File: src/fawc_pkg.sv
// Purpose: Shared constants and carriers for the flash access and wait-state control block
// Assumes: Single 10 MHz system clock, synchronous active-low reset
// Notes: Five flash modules; module 4 is the data-storage module
package fawc_pkg;
    localparam int CLK_HZ = 10_000_000;
    localparam int N_MODULES = 5;
    localparam logic [2:0] DATA_MODULE = 3'h4;
    // Longest erase and program times, in microseconds
    localparam int ERASE_MAX_US = 8000;
    localparam int PROG_MAX_US = 3500;
    // Longest times round down to whole cycles
    localparam int ERASE_CYCLES = (ERASE_MAX_US * (CLK_HZ / 1_000_000));
    localparam int PROG_CYCLES = (PROG_MAX_US * (CLK_HZ / 1_000_000));
    // Control state machine overhead per operation, in system clocks
    localparam int SEQ_OVERHEAD = 4;
    localparam logic [2:0] WAIT_RESET = 3'h4;
    localparam logic [1:0] EXT_RESET = 2'h0;
    localparam logic [1:0] EXT_SAFE = 2'h1;
    localparam logic [4:0] MODS_NONE = 5'h00;

    typedef enum logic [1:0] {
        FAWC_IDLE = 2'b00,
        FAWC_WAIT = 2'b01,
        FAWC_DONE = 2'b10
    } fawc_state_t;

    // Read request from the internal memory bridge
    typedef struct packed {
        logic valid;
        logic sequential;
        logic cacheable;
        logic cache_hit;
        logic [2:0] module_sel;
    } fawc_read_t;

    // Program or erase request from the sequencer control
    typedef struct packed {
        logic valid;
        logic erase;
        logic [2:0] module_sel;
    } fawc_op_t;
endpackage

File: src/fawc_flash_ctrl.sv
// Purpose: Flash read wait-state insertion and program/erase arbitration
// Assumes: Reads arrive from the internal memory bridge one at a time
// Notes: Times counted on the system clock; long counts are parameters
//
// Operation
// - After reset sectors read erased and no protection is active
// - Any module not being read may be written while reads use at most one module or RAM
// - A module supplying reads is never written at the same time; checked only at op acceptance, reads of a busy module still served
// - With reads from several modules only module 4 may be written
// - Sector erase completes within 8.0 ms
// - Page program completes within 3.5 ms
// - Sequencer adds a few system clocks to each operation
// - Non-cacheable wait states apply only to non-sequential reads; prefetch serves sequential
// - Cacheable reads add one wait on miss and none on hit
`timescale 1ns/1ps
module fawc_flash_ctrl #(
    parameter int ERASE_CYC = fawc_pkg::ERASE_CYCLES,
    parameter int PROG_CYC = fawc_pkg::PROG_CYCLES
) (
    input wire logic clock_in,
    input wire logic nrst_in,
    input wire fawc_pkg::fawc_read_t read_in,
    input wire logic [2:0] base_access_wait_count_in,
    input wire logic [1:0] access_wait_extension_in,
    input wire logic safe_access_after_reset_in,
    input wire logic [4:0] modules_being_read_in,
    input wire logic program_ram_fetch_in,
    input wire fawc_pkg::fawc_op_t op_in,
    output logic read_ready_out,
    output logic read_erased_out,
    output logic protect_active_out,
    output logic op_accepted_out,
    output logic op_refused_out,
    output logic op_done_out,
    output logic [4:0] busy_out
);
    // Number of distinct flash modules currently serving reads
    function automatic logic [2:0] count_mods(input logic [4:0] m);
        logic [2:0] c;
        c = 3'h0;
        for (int i = 0; i < fawc_pkg::N_MODULES; i++) begin
            c = c + {2'h0, m[i]};
        end
        return c;
    endfunction

    fawc_pkg::fawc_state_t state, next_state;
    logic [16:0] timer, next_timer;
    logic [2:0] op_mod, next_op_mod;
    logic [4:0] written, next_written;
    logic [4:0] busy, next_busy;
    logic accepted, next_accepted;
    logic refused, next_refused;
    logic done, next_done;
    logic [3:0] wcount, next_wcount;
    logic rbusy, next_rbusy;
    logic ready, next_ready;
    logic safe_seen, next_safe_seen;
    logic erased, next_erased;
    logic [3:0] waits;
    logic [4:0] read_mods;
    logic allowed;

    // Reads of the addressed module count as active, not only the bridge report
    always_comb begin
        read_mods = modules_being_read_in;
        if (read_in.valid) begin
            read_mods[read_in.module_sel] = 1'b1;
        end
    end

    // Permission: never the module being read; module 4 only when reads spread
    always_comb begin
        allowed = !read_mods[op_in.module_sel];
        if (count_mods(read_mods) > 3'h1) begin
            allowed = allowed && (op_in.module_sel == fawc_pkg::DATA_MODULE);
        end
        if (op_in.module_sel > fawc_pkg::DATA_MODULE) begin
            allowed = 1'b0;
        end
    end

    // Wait count for a read; extension forced up when safe access is latched
    always_comb begin
        waits = {1'b0, base_access_wait_count_in} + {2'h0, access_wait_extension_in};
        if (safe_seen && access_wait_extension_in < fawc_pkg::EXT_SAFE) begin
            waits = waits + 4'h1;
        end
        if (read_in.cacheable) begin
            waits = read_in.cache_hit ? 4'h0 : waits + 4'h1;
        end else if (read_in.sequential) begin
            waits = 4'h0;
        end
    end

    // Read wait-state sequencer
    always_comb begin
        next_rbusy = rbusy;
        next_wcount = wcount;
        next_ready = 1'b0;
        next_erased = erased;
        next_safe_seen = safe_seen | safe_access_after_reset_in;
        // No retake while ready stands: the master still holds valid at that edge
        if (!rbusy && !ready && read_in.valid) begin
            // Erased status of the addressed module, latched when the read is taken
            if (read_in.module_sel <= fawc_pkg::DATA_MODULE) begin
                next_erased = !written[read_in.module_sel];
            end else begin
                next_erased = 1'b1;
            end
            if (waits == 4'h0) begin
                next_ready = 1'b1;
            end else begin
                next_rbusy = 1'b1;
                next_wcount = waits - 4'h1;
            end
        end else if (rbusy) begin
            if (wcount == 4'h0) begin
                next_rbusy = 1'b0;
                next_ready = 1'b1;
            end else begin
                next_wcount = wcount - 4'h1;
            end
        end
    end

    // Program/erase sequencer
    always_comb begin
        next_state = state;
        next_timer = timer;
        next_op_mod = op_mod;
        next_written = written;
        next_busy = busy;
        next_accepted = 1'b0;
        next_refused = 1'b0;
        next_done = 1'b0;
        unique case (state)
            fawc_pkg::FAWC_IDLE: begin
                if (op_in.valid) begin
                    if (allowed) begin
                        next_accepted = 1'b1;
                        next_state = fawc_pkg::FAWC_WAIT;
                        next_op_mod = op_in.module_sel;
                        next_busy[op_in.module_sel] = 1'b1;
                        next_timer = op_in.erase ? 17'(ERASE_CYC - 1) : 17'(PROG_CYC - 1);
                        next_written[op_in.module_sel] = !op_in.erase;
                    end else begin
                        next_refused = 1'b1;
                    end
                end
            end
            fawc_pkg::FAWC_WAIT: begin
                if (timer == 17'h00000) begin
                    next_state = fawc_pkg::FAWC_DONE;
                    next_timer = 17'(fawc_pkg::SEQ_OVERHEAD - 1);
                end else begin
                    next_timer = timer - 17'h00001;
                end
            end
            fawc_pkg::FAWC_DONE: begin
                if (timer == 17'h00000) begin
                    next_state = fawc_pkg::FAWC_IDLE;
                    next_busy[op_mod] = 1'b0;
                    next_done = 1'b1;
                end else begin
                    next_timer = timer - 17'h00001;
                end
            end
            default: begin
                next_state = fawc_pkg::FAWC_IDLE;
            end
        endcase
    end

    // Register all state; reset gives erased, unprotected flash
    always_ff @(posedge clock_in) begin
        if (!nrst_in) begin
            state <= fawc_pkg::FAWC_IDLE;
            timer <= 17'h00000;
            op_mod <= 3'h0;
            written <= fawc_pkg::MODS_NONE;
            busy <= fawc_pkg::MODS_NONE;
            accepted <= 1'b0;
            refused <= 1'b0;
            done <= 1'b0;
            wcount <= 4'h0;
            rbusy <= 1'b0;
            ready <= 1'b0;
            safe_seen <= 1'b0;
            erased <= 1'b1;
        end else begin
            state <= next_state;
            timer <= next_timer;
            op_mod <= next_op_mod;
            written <= next_written;
            busy <= next_busy;
            accepted <= next_accepted;
            refused <= next_refused;
            done <= next_done;
            wcount <= next_wcount;
            rbusy <= next_rbusy;
            ready <= next_ready;
            safe_seen <= next_safe_seen;
            erased <= next_erased;
        end
    end

    assign read_ready_out = ready;
    assign read_erased_out = erased;
    assign protect_active_out = 1'b0;
    assign op_accepted_out = accepted;
    assign op_refused_out = refused;
    assign op_done_out = done;
    assign busy_out = busy;
endmodule

File: config.mk
export PLATFORM = sky130hd
export DESIGN_NAME = fawc_flash_ctrl
export DESIGN_NICKNAME = d
export VERILOG_FILES = /design/src/fawc_pkg.sv /design/src/fawc_flash_ctrl.sv
export SDC_FILE = /design/constraint.sdc
export NUM_CORES = 1
export LEC_CHECK = 0
export ABC_AREA = 0
export BUFFER_PORTS_ARGS = -buffer_cell sky130_fd_sc_hd__buf_2
export CORE_UTILIZATION = 60
export CTS_CLUSTER_SIZE = 28
export DETAILED_ROUTE_END_ITERATION = 8
export PLACE_DENSITY = 0.82
export SYNTH_ARGS = -nofsm -noshare
export SYNTH_HDL_FRONTEND = slang
export SYNTH_SLANG_ARGS = --single-unit
File: constraint.sdc
create_clock -name clock_in -period 6.3 [get_ports clock_in]
set_clock_uncertainty 0.05 [all_clocks]
set_input_delay 0.315 -clock clock_in [delete_from_list [all_inputs] [get_ports clock_in]]
set_output_delay 0.315 -clock clock_in [all_outputs]
set_load 0.03 [all_outputs]
After elaboration in Yosys (flattened, before gate mapping)

Index checks and enable logic that the tools add are counted.

$add $sub $neg: 10
Order comparisons: 10
Equality and inequality tests: 10
Muxes and demuxes: 49
Bitwise gates (word level): 5
Reductions and logical operators: 26

Operators by type and width:

| operator                                                               | count |
|---|---|
| 17-bit two-way mux                                                     | 5 |
| 17-bit case mux with 3 select lines                                    | 1 |
| 4-bit two-way mux                                                      | 8 |
| 5-bit two-way mux                                                      | 4 |
| 1-bit two-way mux                                                      | 19 |
| 17-bit zero test                                                       | 1 |
| 17-bit by 1-bit subtractor with 17-bit output (second input constant)  | 1 |
| 2-bit != test (second input constant)                                  | 7 |
| 3-bit by 4-bit < comparator with 1-bit output (second input constant)  | 3 |
| 4-bit AND reduction                                                    | 3 |
| 5-bit bitwise OR                                                       | 2 |
| 5-bit case mux with 2 select lines                                     | 1 |
| 1-bit demux with 3-bit select                                          | 3 |
| 3-bit by 1-bit >= comparator with 1-bit output (second input constant) | 3 |
| 3-bit AND reduction                                                    | 3 |
| 4-bit by 1-bit adder with 4-bit output (second input constant)         | 2 |
| 4-bit zero test                                                        | 2 |
| 2-bit two-way mux                                                      | 4 |
| 4-bit by 1-bit subtractor with 4-bit output (second input constant)    | 2 |
| 1-bit logical AND                                                      | 7 |
| 3-bit by 1-bit adder with 3-bit output                                 | 2 |
| 1-bit binary-select mux with 3-bit select                              | 2 |
| 2-bit case mux with 3 select lines                                     | 1 |
| 5-bit AND                                                              | 1 |
| 18 further kinds                                                       | 23 |

Flip-flop bits (word level): 43
Input port bits: 26
Output and inout port bits: 11
Word-level logic and storage cells: 123

Longest topological paths before layout

Gate-level depths: netlist of run 1.

Word-level depth: 16
Mapped depth: 12
Gate-level depth less buffers: 12

Least setup slack after synthesis of run 1

OpenSTA, ideal clock, no wires.

Path kind: input to register
Start: in read_in[0] in the netlist's numbering
End: reg timer[10]
Library setup time: 0.093 ns
Arrival: 3.095 ns
Required time: 6.157 ns
Setup slack: 3.062 ns
Cell stages on the path: 11
Path buffers: 1
Cells stage by stage: buf_2 > and4b_1 > or2_2 > fa_1 > ha_1 > o21ai_2 > a41oi_2 > o41ai_4 > nand3b_2 > or3_4 > o311ai_2

Longest elaborated chain between the ends: 15
Elaborated cells between the ends (all ways): 20
Those cells by class: add/sub: 4; order compare: 3; eq/ne: 1; mux: 7; bitwise: 1; reduce/logical: 4

RTL lines:

| item                                                                                                                                         | RTL line               | RTL |
|---|---|---|
| start, declared                                                                                                                              | fawc_flash_ctrl.sv:22  | `input wire fawc_pkg::fawc_read_t read_in,` |
| 3-bit by 4-bit < comparator with 1-bit output (not written as such) / 3-bit by 1-bit >= comparator with 1-bit output (equally long branches) | fawc_flash_ctrl.sv:68  | `read_mods[read_in.module_sel] = 1'b1;` |
| 1-bit logical AND (not written as such)                                                                                                      | fawc_flash_ctrl.sv:68  |  |
| 1-bit two-way mux (not written as such)                                                                                                      | fawc_flash_ctrl.sv:68  |  |
| 1-bit demux with 3-bit select (*)                                                                                                            | fawc_flash_ctrl.sv:68  |  |
| 5-bit bitwise OR (no line) (*)                                                                                                               | n/a                    |  |
| 5-bit two-way mux (*)                                                                                                                        | fawc_flash_ctrl.sv:67  | `if (read_in.valid) begin` |
| 1-bit by 1-bit adder with 2-bit output                                                                                                       | fawc_flash_ctrl.sv:42  | `c = c + {2'h0, m[i]};` |
| 2-bit by 1-bit adder with 3-bit output                                                                                                       | fawc_flash_ctrl.sv:42  |  |
| 3-bit by 1-bit adder with 3-bit output (2 in series)                                                                                         | fawc_flash_ctrl.sv:42  |  |
| 3-bit by 1-bit greater-than comparator with 1-bit output                                                                                     | fawc_flash_ctrl.sv:75  | `if (count_mods(read_mods) > 3'h1) begin` |
| 1-bit two-way mux (*)                                                                                                                        | fawc_flash_ctrl.sv:75  |  |
| 1-bit two-way mux (*)                                                                                                                        | fawc_flash_ctrl.sv:78  | `if (op_in.module_sel > fawc_pkg::DATA_MODULE) begin` |
| 2-bit != test (no line) (*)                                                                                                                  | n/a                    |  |
| 4-bit AND reduction (no line) (*)                                                                                                            | n/a                    |  |
| end signal, assigned                                                                                                                         | fawc_flash_ctrl.sv:193 | `timer <= next_timer;` |
| end, declared                                                                                                                                | fawc_flash_ctrl.sv:48  | `logic [16:0] timer, next_timer;` |

Every way passes the cells marked *; elsewhere a longest branch is shown, timed or not. The select of a mux whose other input is x is not followed.
A chain may end at the register's enable or synchronous reset.

Worst setup path after layout of run 1

Start: in read_in[0] in the netlist's numbering
End: reg timer[15]

The elaborated chain is that of the path after synthesis.

==> results by group, run 1 <==
Route
  • Count of antenna-violating nets left after detailed routing: 0
  • Count of routing violations after the opening detailed-route iteration: 190
  • Post-Route WL: 6.240 mm
  • Wire length per cell after detailed routing: 14.48 um
  • Number of design rule violations left after detail routing: 4
  • Vias/cell: 6.169
  • Router iterations before antenna repair: 6
  • Number of vias after detailed routing: 2659

Cells and area
  • Multi-input gate area: 0.001799 mm2
  • Number of nets at the end of the flow: 418
  • Share of layout cells above drive strength 1: 17.15%
  • Number of cells in the finished layout apart from fillers: 431
  • Leading cell types in the layout, fill and taps excluded: sky130_fd_sc_hd__dfxtp_1 (43), sky130_fd_sc_hd__nor2_1 (39), sky130_fd_sc_hd__buf_2 (34), sky130_fd_sc_hd__a21oi_1 (27), sky130_fd_sc_hd__nand2_1 (26)
  • Most common cell after layout, fill and taps aside: sky130_fd_sc_hd__dfxtp_1
  • Fill count: 379
  • Area taken by flip-flops and latches: 860.8 um2
  • # diodes: 0
  • Synth-to-layout area growth: 9.622%

Floorplan
  • Area of the core: 0.004444 mm2
  • Effective utilization at floorplan: 64.08%
  • Vertical die dimension: 70.89 um
  • Die extent in x: 70.89 um
  • Placement row count: 24
  • I/O Pins: 37
  • Floorplan die area: 0.005025 mm2

Clock network
  • Buffer cell driving the clock tree root: sky130_fd_sc_hd__clkbuf_8
  • Number of hold buffers added after CTS: 0
  • Clock Tree Buf Depth: 2
  • Number of H-tree levels: 2
  • CTS tree: done
  • Post-CTS Resized: 0
  • Clock buffers created by TritonCTS: 5
  • TritonCTS Sinks: 43
  • Postcts setup bufs: 0
  • Skew-Pair Late Insertion Delay: 0.30 ns
  • Clock edge transition at the registers on the reported setup and hold paths: 0.08 ns

Setup path
  • Stage delay of the slowest cell on the critical path: 0.52 ns
  • Worst EP required: 6.40 ns
  • Slowest CP cell: sky130_fd_sc_hd__o41ai_4
  • Maximum fanout encountered on the critical timing path: 20
  • Crit. End Element: flop
  • Setup slack of the most critical reg-to-reg path: 3.60 ns
  • Worst path cell trace: buf_2 > nor4b_1 > or2_2 > fa_1 > ha_1 > o21ai_2 > a41oi_2 > o41ai_4 > nand2_1 > o21ai_0 > a21oi_1
  • Crit start category: input pin
  • Data arrival time of the worst path: 3.45 ns
  • CP Class: input pin to flop

Synthesis
  • Commonest register cell after synthesis: sky130_fd_sc_hd__dfxtp_1
  • Synthesized Nets: 395
  • Fraction of registers with async set or reset after synthesis: 0%
  • Average cell area after synthesis: 8.022 um2
  • Count of flip-flops with a built-in enable after synthesis: 0
  • Post-synth cell types: 69
  • Register bit count reported by yosys: 43
  • Synthesis warning total: 0
  • Share of the yosys chip area belonging to registers: 30.23%
  • Number of instances in the synthesized netlist: 355
  • Area of the mapped netlist: 0.002848 mm2

STA
  • Unrepaired setup endpoints after global routing: false
  • # setup viols final: 0
  • Final worst-path cycle share: 53.17%
  • Worst slew margin relative to its limit: 37.93%
  • Final-layout setup total negative slack: 0 ns
  • Minimum clock period after layout: 3.350 ns
  • Count of pins over their slew limit: 0
  • Final Hold Vio Count: 0
  • Tightest Pin Transition: 0.9300 ns
  • Maximum clock frequency: 0.2985 GHz

Global route
  • Global Route Usage Sum: 26.50%
  • Maximum number of pins on one net before global-route repair: 30
  • Met1 GRT Util: 34.28%
  • Met2 track utilization from global routing: 43.70%
  • Total gr overflow: 0
  • Routing layer with the top usage in global route: met2
  • Met3 capacity usage during global routing: 5.983%
  • Number of antenna violations at the first check in global routing: 0
  • Via count of the first global-routing pass: 2449
  • First-pass GRT wire length: 10.83 mm

Placed design
  • Final RePlAce weighted congestion: 0.8459
  • Number of buffers inserted by port buffering: 34
  • Post-Place Cells: 423
  • Placed wire-length estimate after detailed placement: 4.566 mm

Power
  • Maximum VDD drop: 0.0001700 V
  • Leakage power: 1.282 nW
  • Power Dens Cells: 257.4 mW/mm2

Run
  • Max-cap check violation count: 0

Status
  • Status: complete, but fails checks
  • Violations in the final reports: design-rule violations

Worst hold path
  • Kind of path behind the tightest hold check: input pin to flop
## worst max-delay path, delay by kind of cell
| family | cells | cell delay (ns) |
|---|---|---|
| buffers and inverters | 1 | 0.15 |
| AO/OA/AOI/OAI | 5 | 1.20 |
| adder cells (fa/ha/maj) | 2 | 0.68 |
| AND/OR/NAND/NOR | 3 | 1.09 |
## cell usage after synthesis (2+ instances only)
cell | count | area share (%)
sky130_fd_sc_hd__nor2b_1 | 4 | 0.88
sky130_fd_sc_hd__or3b_2 | 2 | 0.62
sky130_fd_sc_hd__nor2_1 | 39 | 5.1
sky130_fd_sc_hd__o21ai_0 | 19 | 3.3
sky130_fd_sc_hd__ha_1 | 13 | 5.7
sky130_fd_sc_hd__nand2_1 | 26 | 3.4
sky130_fd_sc_hd__inv_1 | 24 | 3.2
sky130_fd_sc_hd__nand3_1 | 16 | 2.8
sky130_fd_sc_hd__and2_1 | 2 | 0.44
sky130_fd_sc_hd__or3_1 | 4 | 0.88
sky130_fd_sc_hd__nand2b_1 | 3 | 0.66
sky130_fd_sc_hd__xnor2_1 | 2 | 0.62
sky130_fd_sc_hd__nor4_1 | 4 | 0.88
sky130_fd_sc_hd__o31ai_1 | 5 | 1.3
sky130_fd_sc_hd__a221oi_1 | 3 | 0.92
sky130_fd_sc_hd__buf_6 | 2 | 0.79
sky130_fd_sc_hd__a21oi_1 | 27 | 4.7
sky130_fd_sc_hd__o311ai_2 | 2 | 1.1
sky130_fd_sc_hd__clkbuf_1 | 7 | 0.92
sky130_fd_sc_hd__o21ai_1 | 4 | 0.70
sky130_fd_sc_hd__or2_2 | 5 | 1.1
sky130_fd_sc_hd__xor2_1 | 2 | 0.62
sky130_fd_sc_hd__o22ai_1 | 5 | 1.1
sky130_fd_sc_hd__o32ai_1 | 6 | 1.8
sky130_fd_sc_hd__o211ai_1 | 5 | 1.3
sky130_fd_sc_hd__nor3_1 | 10 | 1.8
sky130_fd_sc_hd__a41oi_1 | 2 | 0.62
sky130_fd_sc_hd__a31oi_1 | 4 | 0.88
sky130_fd_sc_hd__dfxtp_1 | 43 | 30
sky130_fd_sc_hd__buf_4 | 2 | 0.53
sky130_fd_sc_hd__nand4_1 | 3 | 0.66
sky130_fd_sc_hd__o41ai_1 | 3 | 0.92
sky130_fd_sc_hd__mux2i_1 | 9 | 3.2
sky130_fd_sc_hd__a211oi_1 | 3 | 0.79
sky130_fd_sc_hd__and3_1 | 5 | 1.1
sky130_fd_sc_hd__buf_2 | 6 | 1.1
sky130_fd_sc_hd__mux2_2 | 2 | 0.79
## report_power, final
part	switching (W)	internal [W]	leakage, nW
sequential	0.0000187	0.000294	0.350
clock	0.0000966	0.000158	0.0644
combinational	0.000147	0.0000891	0.868
total	0.000263	0.000541	1.28
## worst paths after layout
kind | start | depth (start not counted) | endpoint
worst min-delay path | safe_access_after_reset_in | 3 | safe_seen$_SDFF_PN0_
worst min register to register | written[1]$_SDFFE_PN0P_ | 2 | written[1]$_SDFFE_PN0P_
worst max-delay path | read_in[0] | 11 | timer[15]$_SDFFE_PN0P_
worst max register to register | safe_seen$_SDFF_PN0_ | 9 | wcount[1]$_SDFFE_PN0P_
## logic make-up after synthesis
group,Yosys count,share of synthesized area (%)
AOI/OAI and AO/OA,101,24.74
DFF,43,30.23
adders and majority gates,15,6.766
other,1,0.1317
muxes,11,3.954
and+or+nand+nor,137,25.57
buffers and inverters,42,6.591
xor gates and xnor gates,5,2.021
## registers in the layout (all words and copies together), names as in the netlist, 2 cells and up
register	cells
busy_out	5
wcount	4
op_mod	3
state	2
written	5
timer	17
## layout make-up
cell class / count / area share, %
clock buffers: 5 / 2.204
clock inverters: 3 / 2.164
inverters: 24 / 2.886
multi-input cells: 270 / 57.64
flip-flops and latches: 43 / 27.58
well taps: 52 / 2.084
repair buffers: 34 / 5.451
## stage by stage
| step | power, W | utilization, % | instance area (um2) | setup slack [ns] | hold slack (ns) |
|---|---|---|---|---|---|
| 2_1_floorplan | 0.0005014 | - | 2848 | 3.062 | 0.3808 |
| 3_3_place_gp | 0.0005440 | 67.17 | 2985 | 2.687 | 0.3955 |
| 3_5_place_dp | 0.0005521 | 67.17 | 2985 | 2.603 | 0.4107 |
| 4_1_cts | 0.0008053 | 70.24 | 3122 | 2.937 | 0.1671 |
| 5_1_grt | 0.0008547 | 70.24 | 3122 | 2.582 | 0.1815 |
| 6_report | 0.0008036 | 70.24 | 3122 | 2.950 | 0.1643 |
## per-layer routing
metal,up-vias,part of all wire (%)
met2,60,48
met3,9,4.8
met1,1242,46
li1,1348,-
met5,-,0
met4,0,1.3
(Power assumes the default switching activity.)
==> inputs of run 2 (changes only) <==
--- a/config.mk
+++ b/config.mk
@@ -7,10 +7,10 @@
 export LEC_CHECK = 0
 export ABC_AREA = 0
 export BUFFER_PORTS_ARGS = -buffer_cell sky130_fd_sc_hd__buf_2
-export CORE_UTILIZATION = 60
+export CORE_UTILIZATION = 58
 export CTS_CLUSTER_SIZE = 28
 export DETAILED_ROUTE_END_ITERATION = 8
-export PLACE_DENSITY = 0.82
+export PLACE_DENSITY = 0.8
 export SYNTH_ARGS = -nofsm -noshare
 export SYNTH_HDL_FRONTEND = slang
 export SYNTH_SLANG_ARGS = --single-unit
==> constraint.sdc (replaced) <==
create_clock -name clock_in -period 3.5 [get_ports clock_in]
set_clock_uncertainty 0.05 [all_clocks]
set_input_delay 0.175 -clock clock_in [delete_from_list [all_inputs] [get_ports clock_in]]
set_output_delay 0.175 -clock clock_in [all_outputs]
set_load 0.03 [all_outputs]
==> results by group, run 2 (same netlist as run 1, synthesis figures left out) <==
Clock network
  • TritonCTS Sinks: 43 (unchanged)
  • Clock Tree Buf Depth: 2 (unchanged)
  • Skew-Pair Late Insertion Delay: 0.30 ns (about the same)
  • Clock buffers created by TritonCTS: 5 (unchanged)
  • Clock edge transition at the registers on the reported setup and hold paths: 0.07 ns (was 0.08 ns)
  • Number of H-tree levels: 2 (unchanged)
  • Buffer cell driving the clock tree root: sky130_fd_sc_hd__clkbuf_8 (unchanged)
  • Number of hold buffers added after CTS: 0 (unchanged)
  • Postcts setup bufs: 0 (unchanged)
  • CTS tree: done (unchanged)
  • Post-CTS Resized: 0 (unchanged)

Setup path
  • Stages on the worst setup path: 11 (unchanged)
  • Launch point of the worst path: read_in[0] (unchanged)
  • End of the critical path: timer[10]$_SDFFE_PN0P_ (was timer[15]$_SDFFE_PN0P_)
  • Data arrival time of the worst path: 3.17 ns (was 3.45 ns)
  • Maximum fanout encountered on the critical timing path: 8 (was 20)
  • Stage delay of the slowest cell on the critical path: 0.44 ns (was 0.52 ns)
  • Slowest CP cell: sky130_fd_sc_hd__o41ai_4 (unchanged)
  • Worst path cell trace: buf_2 > nor4b_1 > or2_2 > fa_1 > ha_1 > o21ai_2 > a41oi_2 > o41ai_4 > nand3b_2 > or3_4 > o311ai_2 (was buf_2 > nor4b_1 > or2_2 > fa_1 > ha_1 > o21ai_2 > a41oi_2 > o41ai_4 > nand2_1 > o21ai_0 > a21oi_1)
  • Crit. End Element: flop (unchanged)
  • Crit start category: input pin (unchanged)
  • CP Class: input pin to flop (unchanged)
  • Number of cells traversed by the worst register-to-register path: 9 (unchanged)
  • Setup slack of the most critical reg-to-reg path: 0.81 ns (was 3.60 ns)
  • Endpoint of the worst-slack reg-to-reg timing path: wcount[1]$_SDFFE_PN0P_ (unchanged)
  • Largest delay contributor family on the critical path: simple AND/OR/NAND/NOR gates (was compound AO/OA/AOI/OAI gates)
  • Buffering stage count on the worst path with inverters included: 1 (unchanged)
  • Worst EP required: 3.65 ns (was 6.40 ns)
  • FF-to-FF Start: safe_seen$_SDFF_PN0_ (unchanged)

Cells and area
  • Register with the most flip-flops: timer (unchanged)
  • Synth-to-layout area growth: 9.534% (was 9.622%)
  • # diodes: 0 (unchanged)
  • Fin area: 0.003119 mm2 (was 0.003122 mm2)
  • Number of nets at the end of the flow: 422 (was 418)
  • Most common cell after layout, fill and taps aside: sky130_fd_sc_hd__dfxtp_1 (unchanged)
  • Share of layout cells above drive strength 1: 17.75% (was 17.15%)
  • Fill count: 390 (was 379)
  • Flip-flop count of the largest register, all copies and words added: 17 (unchanged)
  • Post-layout util: 66.04% (was 70.24%)
  • Leading cell types in the layout, fill and taps excluded: sky130_fd_sc_hd__dfxtp_1 (43), sky130_fd_sc_hd__nor2_1 (39), sky130_fd_sc_hd__buf_2 (34), sky130_fd_sc_hd__a21oi_1 (27), sky130_fd_sc_hd__nand2_1 (26) (unchanged)

Global route
  • Number of antenna violations at the first check in global routing: 0 (unchanged)
  • Global Route Usage Sum: 26.40% (was 26.50%)
  • First-pass GRT wire length: 10.93 mm (was 10.83 mm)
  • Total gr overflow: 0 (unchanged)
  • Maximum number of pins on one net before global-route repair: 30 (unchanged)
  • Via count of the first global-routing pass: 2408 (was 2449)

Run
  • Max-cap check violation count: 0 (unchanged)

Placed design
  • Placed wire-length estimate after detailed placement: 4.671 mm (was 4.566 mm)
  • Number of buffers inserted by port buffering: 34 (unchanged)
  • Placed standard-cell area: 0.003034 mm2 (was 0.002985 mm2)
  • Final RePlAce weighted congestion: 0.8799 (was 0.8459)

Floorplan
  • Placement row count: 25 (was 24)
  • Effective utilization at floorplan: 60.29% (was 64.08%)
  • I/O Pins: 37 (unchanged)
  • Die extent in x: 72.07 um (was 70.89 um)
  • Area of the core: 0.004723 mm2 (was 0.004444 mm2)
  • Vertical die dimension: 72.07 um (was 70.89 um)
  • Floorplan die area: 0.005194 mm2 (was 0.005025 mm2)

Route
  • Count of antenna-violating nets left after detailed routing: 0 (unchanged)
  • Wire length per cell after detailed routing: 14.06 um (was 14.48 um)
  • Post-Route WL: 6.329 mm (was 6.240 mm)
  • Number of design rule violations left after detail routing: 0 (was 4)
  • Router iterations before antenna repair: 5 (was 6)
  • Count of routing violations after the opening detailed-route iteration: 143 (was 190)
  • Vias/cell: 5.949 (was 6.169)
  • Number of vias after detailed routing: 2677 (was 2659)

Power
  • Power Dens Cells: 418.4 mW/mm2 (was 257.4 mW/mm2)
  • Maximum VDD drop: 0.0002908 V (was 0.0001700 V)
  • Leakage power: 1.279 nW (was 1.282 nW)

STA
  • # setup viols final: 0 (unchanged)
  • Tightest Pin Transition: 0.5798 ns (was 0.9300 ns)
  • Minimum clock period after layout: 3.013 ns
  • Worst slew margin relative to its limit: 61.02% (was 37.93%)
  • Unrepaired setup endpoints after global routing: false (unchanged)
  • Final worst-path cycle share: 86.10%
  • Final-layout setup total negative slack: 0 ns (unchanged)
  • Maximum clock frequency: 0.3318 GHz
  • Final Hold Vio Count: 0 (unchanged)
  • Count of pins over their slew limit: 0 (unchanged)

Worst hold path
  • Kind of path behind the tightest hold check: input pin to flop (unchanged)

Status
  • Status: finished clean (was complete, but fails checks)
## run 2: cell types whose count changed in the layout (fill, tap and decap cells not counted), sizes merged
cell    change
buf         +4
bufinv      -2
clkbuf      +1
clkinv      +1
## run 2: routing by layer
layer / global-route usage [%] / part of all wire, % / vias to the layer above
met2: 41.64 / 45 / 64
li1: - / - / 1359
met4: 10.68 / 2.0 / 0
met5: 0 / 0 / -
met3: 4.306 / 4.2 / 11
met1: 36.04 / 49 / 1243
## run 2: worst min-delay path by stage
stage	startpoint	end	slack, ns	cells after the start
final	safe_access_after_reset_in	safe_seen$_SDFF_PN0_	0.04	3
after detailed placement	safe_access_after_reset_in	safe_seen$_SDFF_PN0_	0.35	3
after CTS	safe_access_after_reset_in	safe_seen$_SDFF_PN0_	0.04	3
after floorplan	safe_access_after_reset_in	safe_seen$_SDFF_PN0_	0.24	2
after global routing	safe_access_after_reset_in	safe_seen$_SDFF_PN0_	0.07	3
after global placement	safe_access_after_reset_in	safe_seen$_SDFF_PN0_	0.35	3
## run 2: cell type report
cell class | count | area [um2] | share of cell area (%)
multi-input combinational | 270 | 1799 | 57.68
sequential | 43 | 860.8 | 27.60
clock inverter | 2 | 12.51 | 0.4011
timing repair buffer | 38 | 200.2 | 6.418
tap | 67 | 83.83 | 2.688
clock buffer | 6 | 72.57 | 2.327
inverter | 24 | 90.09 | 2.888
## run 2: per-stage QoR
stage | setup WS [ns] | total power (W) | hold WS, ns | cells
after floorplan | 0.4023 | 0.0009025 | 0.2408 | 355
after global placement | 0.2935 | 0.0009841 | 0.3463 | 442
after detailed placement | 0.1639 | 0.0009995 | 0.3540 | 442
after CTS | 0.4614 | 0.001310 | 0.04245 | 450
after global routing | 0.3298 | 0.001394 | 0.06759 | 450
final | 0.4866 | 0.001305 | 0.04443 | 450
## run 2: report_power, final
part	switching (W)	total (W)	internal (W)
Combinational	0.000265	0.000431	0.000165
Clock	0.000172	0.000311	0.000140
Sequential	0.0000342	0.000563	0.000529
## run 2: worst register-to-register path, stage by stage, from the launching register on
cell and delay, ns:
sky130_fd_sc_hd__dfxtp_1 0.34, sky130_fd_sc_hd__nor3b_2 0.40, sky130_fd_sc_hd__mux2i_1 0.33, sky130_fd_sc_hd__inv_1 0.08, sky130_fd_sc_hd__ha_1 0.21, sky130_fd_sc_hd__xor2_1 0.16
sky130_fd_sc_hd__a221oi_1 0.36, sky130_fd_sc_hd__and3_1 0.31, sky130_fd_sc_hd__nor3_1 0.10, sky130_fd_sc_hd__a211oi_1 0.27
==> inputs of run 3 (changes only) <==
--- a/config.mk
+++ b/config.mk
@@ -5,12 +5,12 @@
 export SDC_FILE = /design/constraint.sdc
 export NUM_CORES = 1
 export LEC_CHECK = 0
-export ABC_AREA = 0
+export ABC_AREA = 1
 export BUFFER_PORTS_ARGS = -buffer_cell sky130_fd_sc_hd__buf_2
-export CORE_UTILIZATION = 58
+export CORE_UTILIZATION = 59
 export CTS_CLUSTER_SIZE = 28
 export DETAILED_ROUTE_END_ITERATION = 8
-export PLACE_DENSITY = 0.8
+export PLACE_DENSITY = 0.81
 export SYNTH_ARGS = -nofsm -noshare
 export SYNTH_HDL_FRONTEND = slang
 export SYNTH_SLANG_ARGS = --single-unit
==> results by group, run 3 <==
Status
  • Status: finished clean (unchanged)

Synthesis
  • Number of instances in the synthesized netlist: 472 (was 355)
  • Cell with the most instances after synthesis: sky130_fd_sc_hd__nand2_1 (was sky130_fd_sc_hd__dfxtp_1)
  • Cell types occupying the most area after synthesis: sky130_fd_sc_hd__dfxtp_1 (29%), sky130_fd_sc_hd__nand2_1 (15%), sky130_fd_sc_hd__nand3_1 (7.7%), sky130_fd_sc_hd__nor2_1 (7.6%), sky130_fd_sc_hd__inv_1 (6.2%) (was sky130_fd_sc_hd__dfxtp_1 (30%), sky130_fd_sc_hd__ha_1 (5.7%), sky130_fd_sc_hd__nor2_1 (5.1%), sky130_fd_sc_hd__a21oi_1 (4.7%), sky130_fd_sc_hd__nand2_1 (3.4%))
  • Commonest register cell after synthesis: sky130_fd_sc_hd__dfxtp_1 (unchanged)
  • Area of the mapped netlist: 0.003004 mm2 (was 0.002848 mm2)
  • Fraction of registers with async set or reset after synthesis: 0% (unchanged)
  • Register bit count reported by yosys: 43 (unchanged)
  • Post-synth cell types: 39 (was 69)
  • Average cell area after synthesis: 6.365 um2 (was 8.022 um2)
  • Top cell type's share of synthesized area: 28.65% (was 30.23%)
  • Cell type with the highest aggregate area in the netlist: sky130_fd_sc_hd__dfxtp_1 (unchanged)
  • Count of flip-flops with a built-in enable after synthesis: 0 (unchanged)
  • Synthesis warning total: 0 (unchanged)
  • Synthesized Nets: 512 (was 395)
  • Share of the yosys chip area belonging to registers: 28.65% (was 30.23%)
  • Top post-synthesis cells by count: sky130_fd_sc_hd__nand2_1 (117), sky130_fd_sc_hd__nor2_1 (61), sky130_fd_sc_hd__inv_1 (50) (was sky130_fd_sc_hd__dfxtp_1 (43), sky130_fd_sc_hd__nor2_1 (39), sky130_fd_sc_hd__a21oi_1 (27))

Clock network
  • Clock Tree Buf Depth: 2 (unchanged)
  • Clock edge transition at the registers on the reported setup and hold paths: 0.08 ns (was 0.07 ns)
  • Buffer cell driving the clock tree root: sky130_fd_sc_hd__clkbuf_8 (unchanged)
  • CTS tree: done (unchanged)
  • Post-CTS Resized: 0 (unchanged)
  • Clock buffers created by TritonCTS: 5 (unchanged)
  • Number of H-tree levels: 2 (unchanged)
  • Skew-Pair Late Insertion Delay: 0.30 ns (about the same)
  • TritonCTS Sinks: 43 (unchanged)
  • Number of hold buffers added after CTS: 0 (unchanged)
  • Postcts setup bufs: 0 (unchanged)

Cells and area
  • Flip-flop count of the largest register, all copies and words added: 17 (unchanged)
  • Most common cell after layout, fill and taps aside: sky130_fd_sc_hd__nand2_1 (was sky130_fd_sc_hd__dfxtp_1)
  • Leading cell types in the layout, fill and taps excluded: sky130_fd_sc_hd__nand2_1 (117), sky130_fd_sc_hd__nor2_1 (61), sky130_fd_sc_hd__inv_1 (50), sky130_fd_sc_hd__nand3_1 (46), sky130_fd_sc_hd__dfxtp_1 (43) (was sky130_fd_sc_hd__dfxtp_1 (43), sky130_fd_sc_hd__nor2_1 (39), sky130_fd_sc_hd__buf_2 (34), sky130_fd_sc_hd__a21oi_1 (27), sky130_fd_sc_hd__nand2_1 (26))
  • Post-layout util: 68.42% (was 66.04%)
  • Fin area: 0.003296 mm2 (was 0.003119 mm2)
  • Area taken by flip-flops and latches: 860.8 um2 (unchanged)
  • Share of layout cells above drive strength 1: 13.66% (was 17.75%)
  • Register with the most flip-flops: timer (unchanged)
  • Synth-to-layout area growth: 9.704% (was 9.534%)
  • Fill count: 459 (was 390)
  • Multi-input gate area: 0.001867 mm2 (was 0.001799 mm2)
  • # diodes: 0 (unchanged)
  • Number of nets at the end of the flow: 544 (was 422)

Route
  • Count of antenna-violating nets left after detailed routing: 0 (unchanged)
  • Vias/cell: 5.446 (was 5.949)
  • Wire length per cell after detailed routing: 12.02 um (was 14.06 um)
  • Router iterations before antenna repair: 6 (was 5)
  • Number of design rule violations left after detail routing: 0 (unchanged)
  • Count of routing violations after the opening detailed-route iteration: 166 (was 143)
  • Number of vias after detailed routing: 3115 (was 2677)
  • Post-Route WL: 6.877 mm (was 6.329 mm)

Floorplan
  • Die extent in x: 73.36 um (was 72.07 um)
  • Effective utilization at floorplan: 62.36% (was 60.29%)
  • Placement row count: 25 (unchanged)
  • I/O Pins: 37 (unchanged)
  • Floorplan die area: 0.005381 mm2 (was 0.005194 mm2)
  • Vertical die dimension: 73.36 um (was 72.07 um)
  • Area of the core: 0.004817 mm2 (was 0.004723 mm2)

STA
  • Minimum clock period after layout: 2.409 ns (was 3.013 ns)
  • # setup viols final: 0 (unchanged)
  • Tightest Pin Transition: 0.7176 ns (was 0.5798 ns)
  • Maximum clock frequency: 0.4150 GHz (was 0.3318 GHz)
  • Final worst-path cycle share: 68.84% (was 86.10%)
  • Worst slew margin relative to its limit: 52.11% (was 61.02%)
  • Count of pins over their slew limit: 0 (unchanged)
  • Final-layout setup total negative slack: 0 ns (unchanged)
  • WHS: 0.03590 ns (was 0.04443 ns)
  • Final Hold Vio Count: 0 (unchanged)
  • Unrepaired setup endpoints after global routing: false (unchanged)

Setup path
  • Worst EP required: 3.65 ns (about the same)
  • Crit start category: input pin (unchanged)
  • Data arrival time of the worst path: 2.56 ns (was 3.17 ns)
  • CP Class: input pin to flop (unchanged)
  • Crit. End Element: flop (unchanged)
  • Maximum fanout encountered on the critical timing path: 3 (was 8)

Placed design
  • Placed standard-cell area: 0.003211 mm2 (was 0.003034 mm2)
  • Placed wire-length estimate after detailed placement: 5.143 mm (was 4.671 mm)
  • Final RePlAce weighted congestion: 0.8968 (was 0.8799)
  • Number of buffers inserted by port buffering: 34 (unchanged)

Worst hold path
  • Kind of path behind the tightest hold check: input pin to flop (unchanged)

Global route
  • Maximum number of pins on one net before global-route repair: 25 (was 30)
  • Via count of the first global-routing pass: 2768 (was 2408)
  • First-pass GRT wire length: 11.55 mm (was 10.93 mm)
  • Number of antenna violations at the first check in global routing: 0 (unchanged)
  • Total gr overflow: 0 (unchanged)
  • Global Route Usage Sum: 27.10% (was 26.40%)

Power
  • Clock share of power: 21.0% (was 23.9%)
  • Power Dens Cells: 446.3 mW/mm2 (was 418.4 mW/mm2)
  • Maximum VDD drop: 0.0002300 V (was 0.0002908 V)
  • Sw Pwr: 0.0005811 W (was 0.0004713 W)
  • Logic gate share of total power: 39.2% (was 33.0%)
  • Switching power as a share of total power: 39.51% (was 36.12%)
  • Internal power consumption: 0.0008898 W (was 0.0008337 W)
  • Flop pwr share: 39.8% (was 43.1%)
  • Leakage power: 1.608 nW (was 1.279 nW)

Run
  • Max-cap check violation count: 0 (unchanged)
[run 3: changes by cell type in the layout (fill, tap and decap cells not counted), moves of 5 or more]
cell / delta
sky130_fd_sc_hd__nand3_1: +30
sky130_fd_sc_hd__and3_1: -5
sky130_fd_sc_hd__inv_1: +26
sky130_fd_sc_hd__nor2_1: +22
sky130_fd_sc_hd__mux2i_1: -8
sky130_fd_sc_hd__inv_2: +5
sky130_fd_sc_hd__o32ai_1: -6
sky130_fd_sc_hd__xor2_1: +6
sky130_fd_sc_hd__nand2_1: +91
sky130_fd_sc_hd__o21ai_0: +12
[run 3: layout make-up]
class	instances	area share (%)
Timing Repair Buffer	37	5.847
Clock inverter	2	0.3797
Sequential cell	43	26.12
Clock buffer	6	2.202
Multi-Input combinational cell	362	56.64
Tap cell	67	2.544
Inverter	55	6.264
[run 3: cells by family (layout without fill, tap and decap cells)]
logic type               count (synthesis)  in the layout  share of synthesized area [%]
AND/OR/NAND/NOR                        258            258                          38.28
AO/OA/AOI/OAI                           77             77                          14.12
buffers and inverters                   67            100                          9.204
flip-flops                              43             43                          28.65
adder cells (fa/ha/maj)                 14             14                          6.081
XOR/XNOR                                11             11                          3.207
other                                    1              1                         0.1248
multiplexers                             1              1                         0.3332
[run 3: layer usage]
layer  wire, um  global-route usage (%)
met5          0                       0
met4         78                   9.188
met3        413                   4.664
met2       3261                   46.81
met1       3124                   34.10
[run 3: metrics by stage]
step                power, W  setup slack (ns)  instances
detailed placement  0.001163            0.7686        564
CTS                 0.001474             1.084        572
global route        0.001580            0.8460        572
finish              0.001471             1.091        572
global placement    0.001146            0.8722        564
floorplan           0.001048             1.091        472
[run 3: critical path: stages]
cell,delay (ns)
sky130_fd_sc_hd__buf_2,0.10
sky130_fd_sc_hd__ha_1,0.31
sky130_fd_sc_hd__inv_1,0.06
sky130_fd_sc_hd__nand2_1,0.04
sky130_fd_sc_hd__nand2_1,0.09
sky130_fd_sc_hd__inv_1,0.06
sky130_fd_sc_hd__ha_1,0.27
sky130_fd_sc_hd__nand3b_1,0.17
sky130_fd_sc_hd__nand2_1,0.11
sky130_fd_sc_hd__inv_1,0.05
sky130_fd_sc_hd__ha_1,0.28
sky130_fd_sc_hd__nand2_1,0.07
sky130_fd_sc_hd__nand2_1,0.07
sky130_fd_sc_hd__mux2i_1,0.19
sky130_fd_sc_hd__ha_1,0.20
sky130_fd_sc_hd__nand3_1,0.08
sky130_fd_sc_hd__nand2_1,0.07
sky130_fd_sc_hd__nand3_1,0.06
sky130_fd_sc_hd__nand2_1,0.07
sky130_fd_sc_hd__nor2_1,0.04
[run 3: power groups by stage]
stage,combinational (W),sequential (W),clock [W]
5_1_grt,0.000654,0.000592,0.000333
2_1_floorplan,0.000449,0.000599,0
3_3_place_gp,0.000551,0.000596,0
6_report,0.000576,0.000586,0.000309
4_1_cts,0.000571,0.000585,0.000318
3_5_place_dp,0.000567,0.000596,0
[run 3: path summary, 6_finish.rpt]
path,start,endpoint,slack [ns],depth (start not counted)
max,base_access_wait_count_in[1],wcount[2]$_SDFFE_PN0P_,1.09,20
min,safe_access_after_reset_in,safe_seen$_SDFF_PN0_,0.04,3
max reg2reg,timer[10]$_SDFFE_PN0P_,timer[7]$_SDFFE_PN0P_,1.21,10
min reg2reg,timer[0]$_SDFFE_PN0P_,timer[0]$_SDFFE_PN0P_,0.43,2
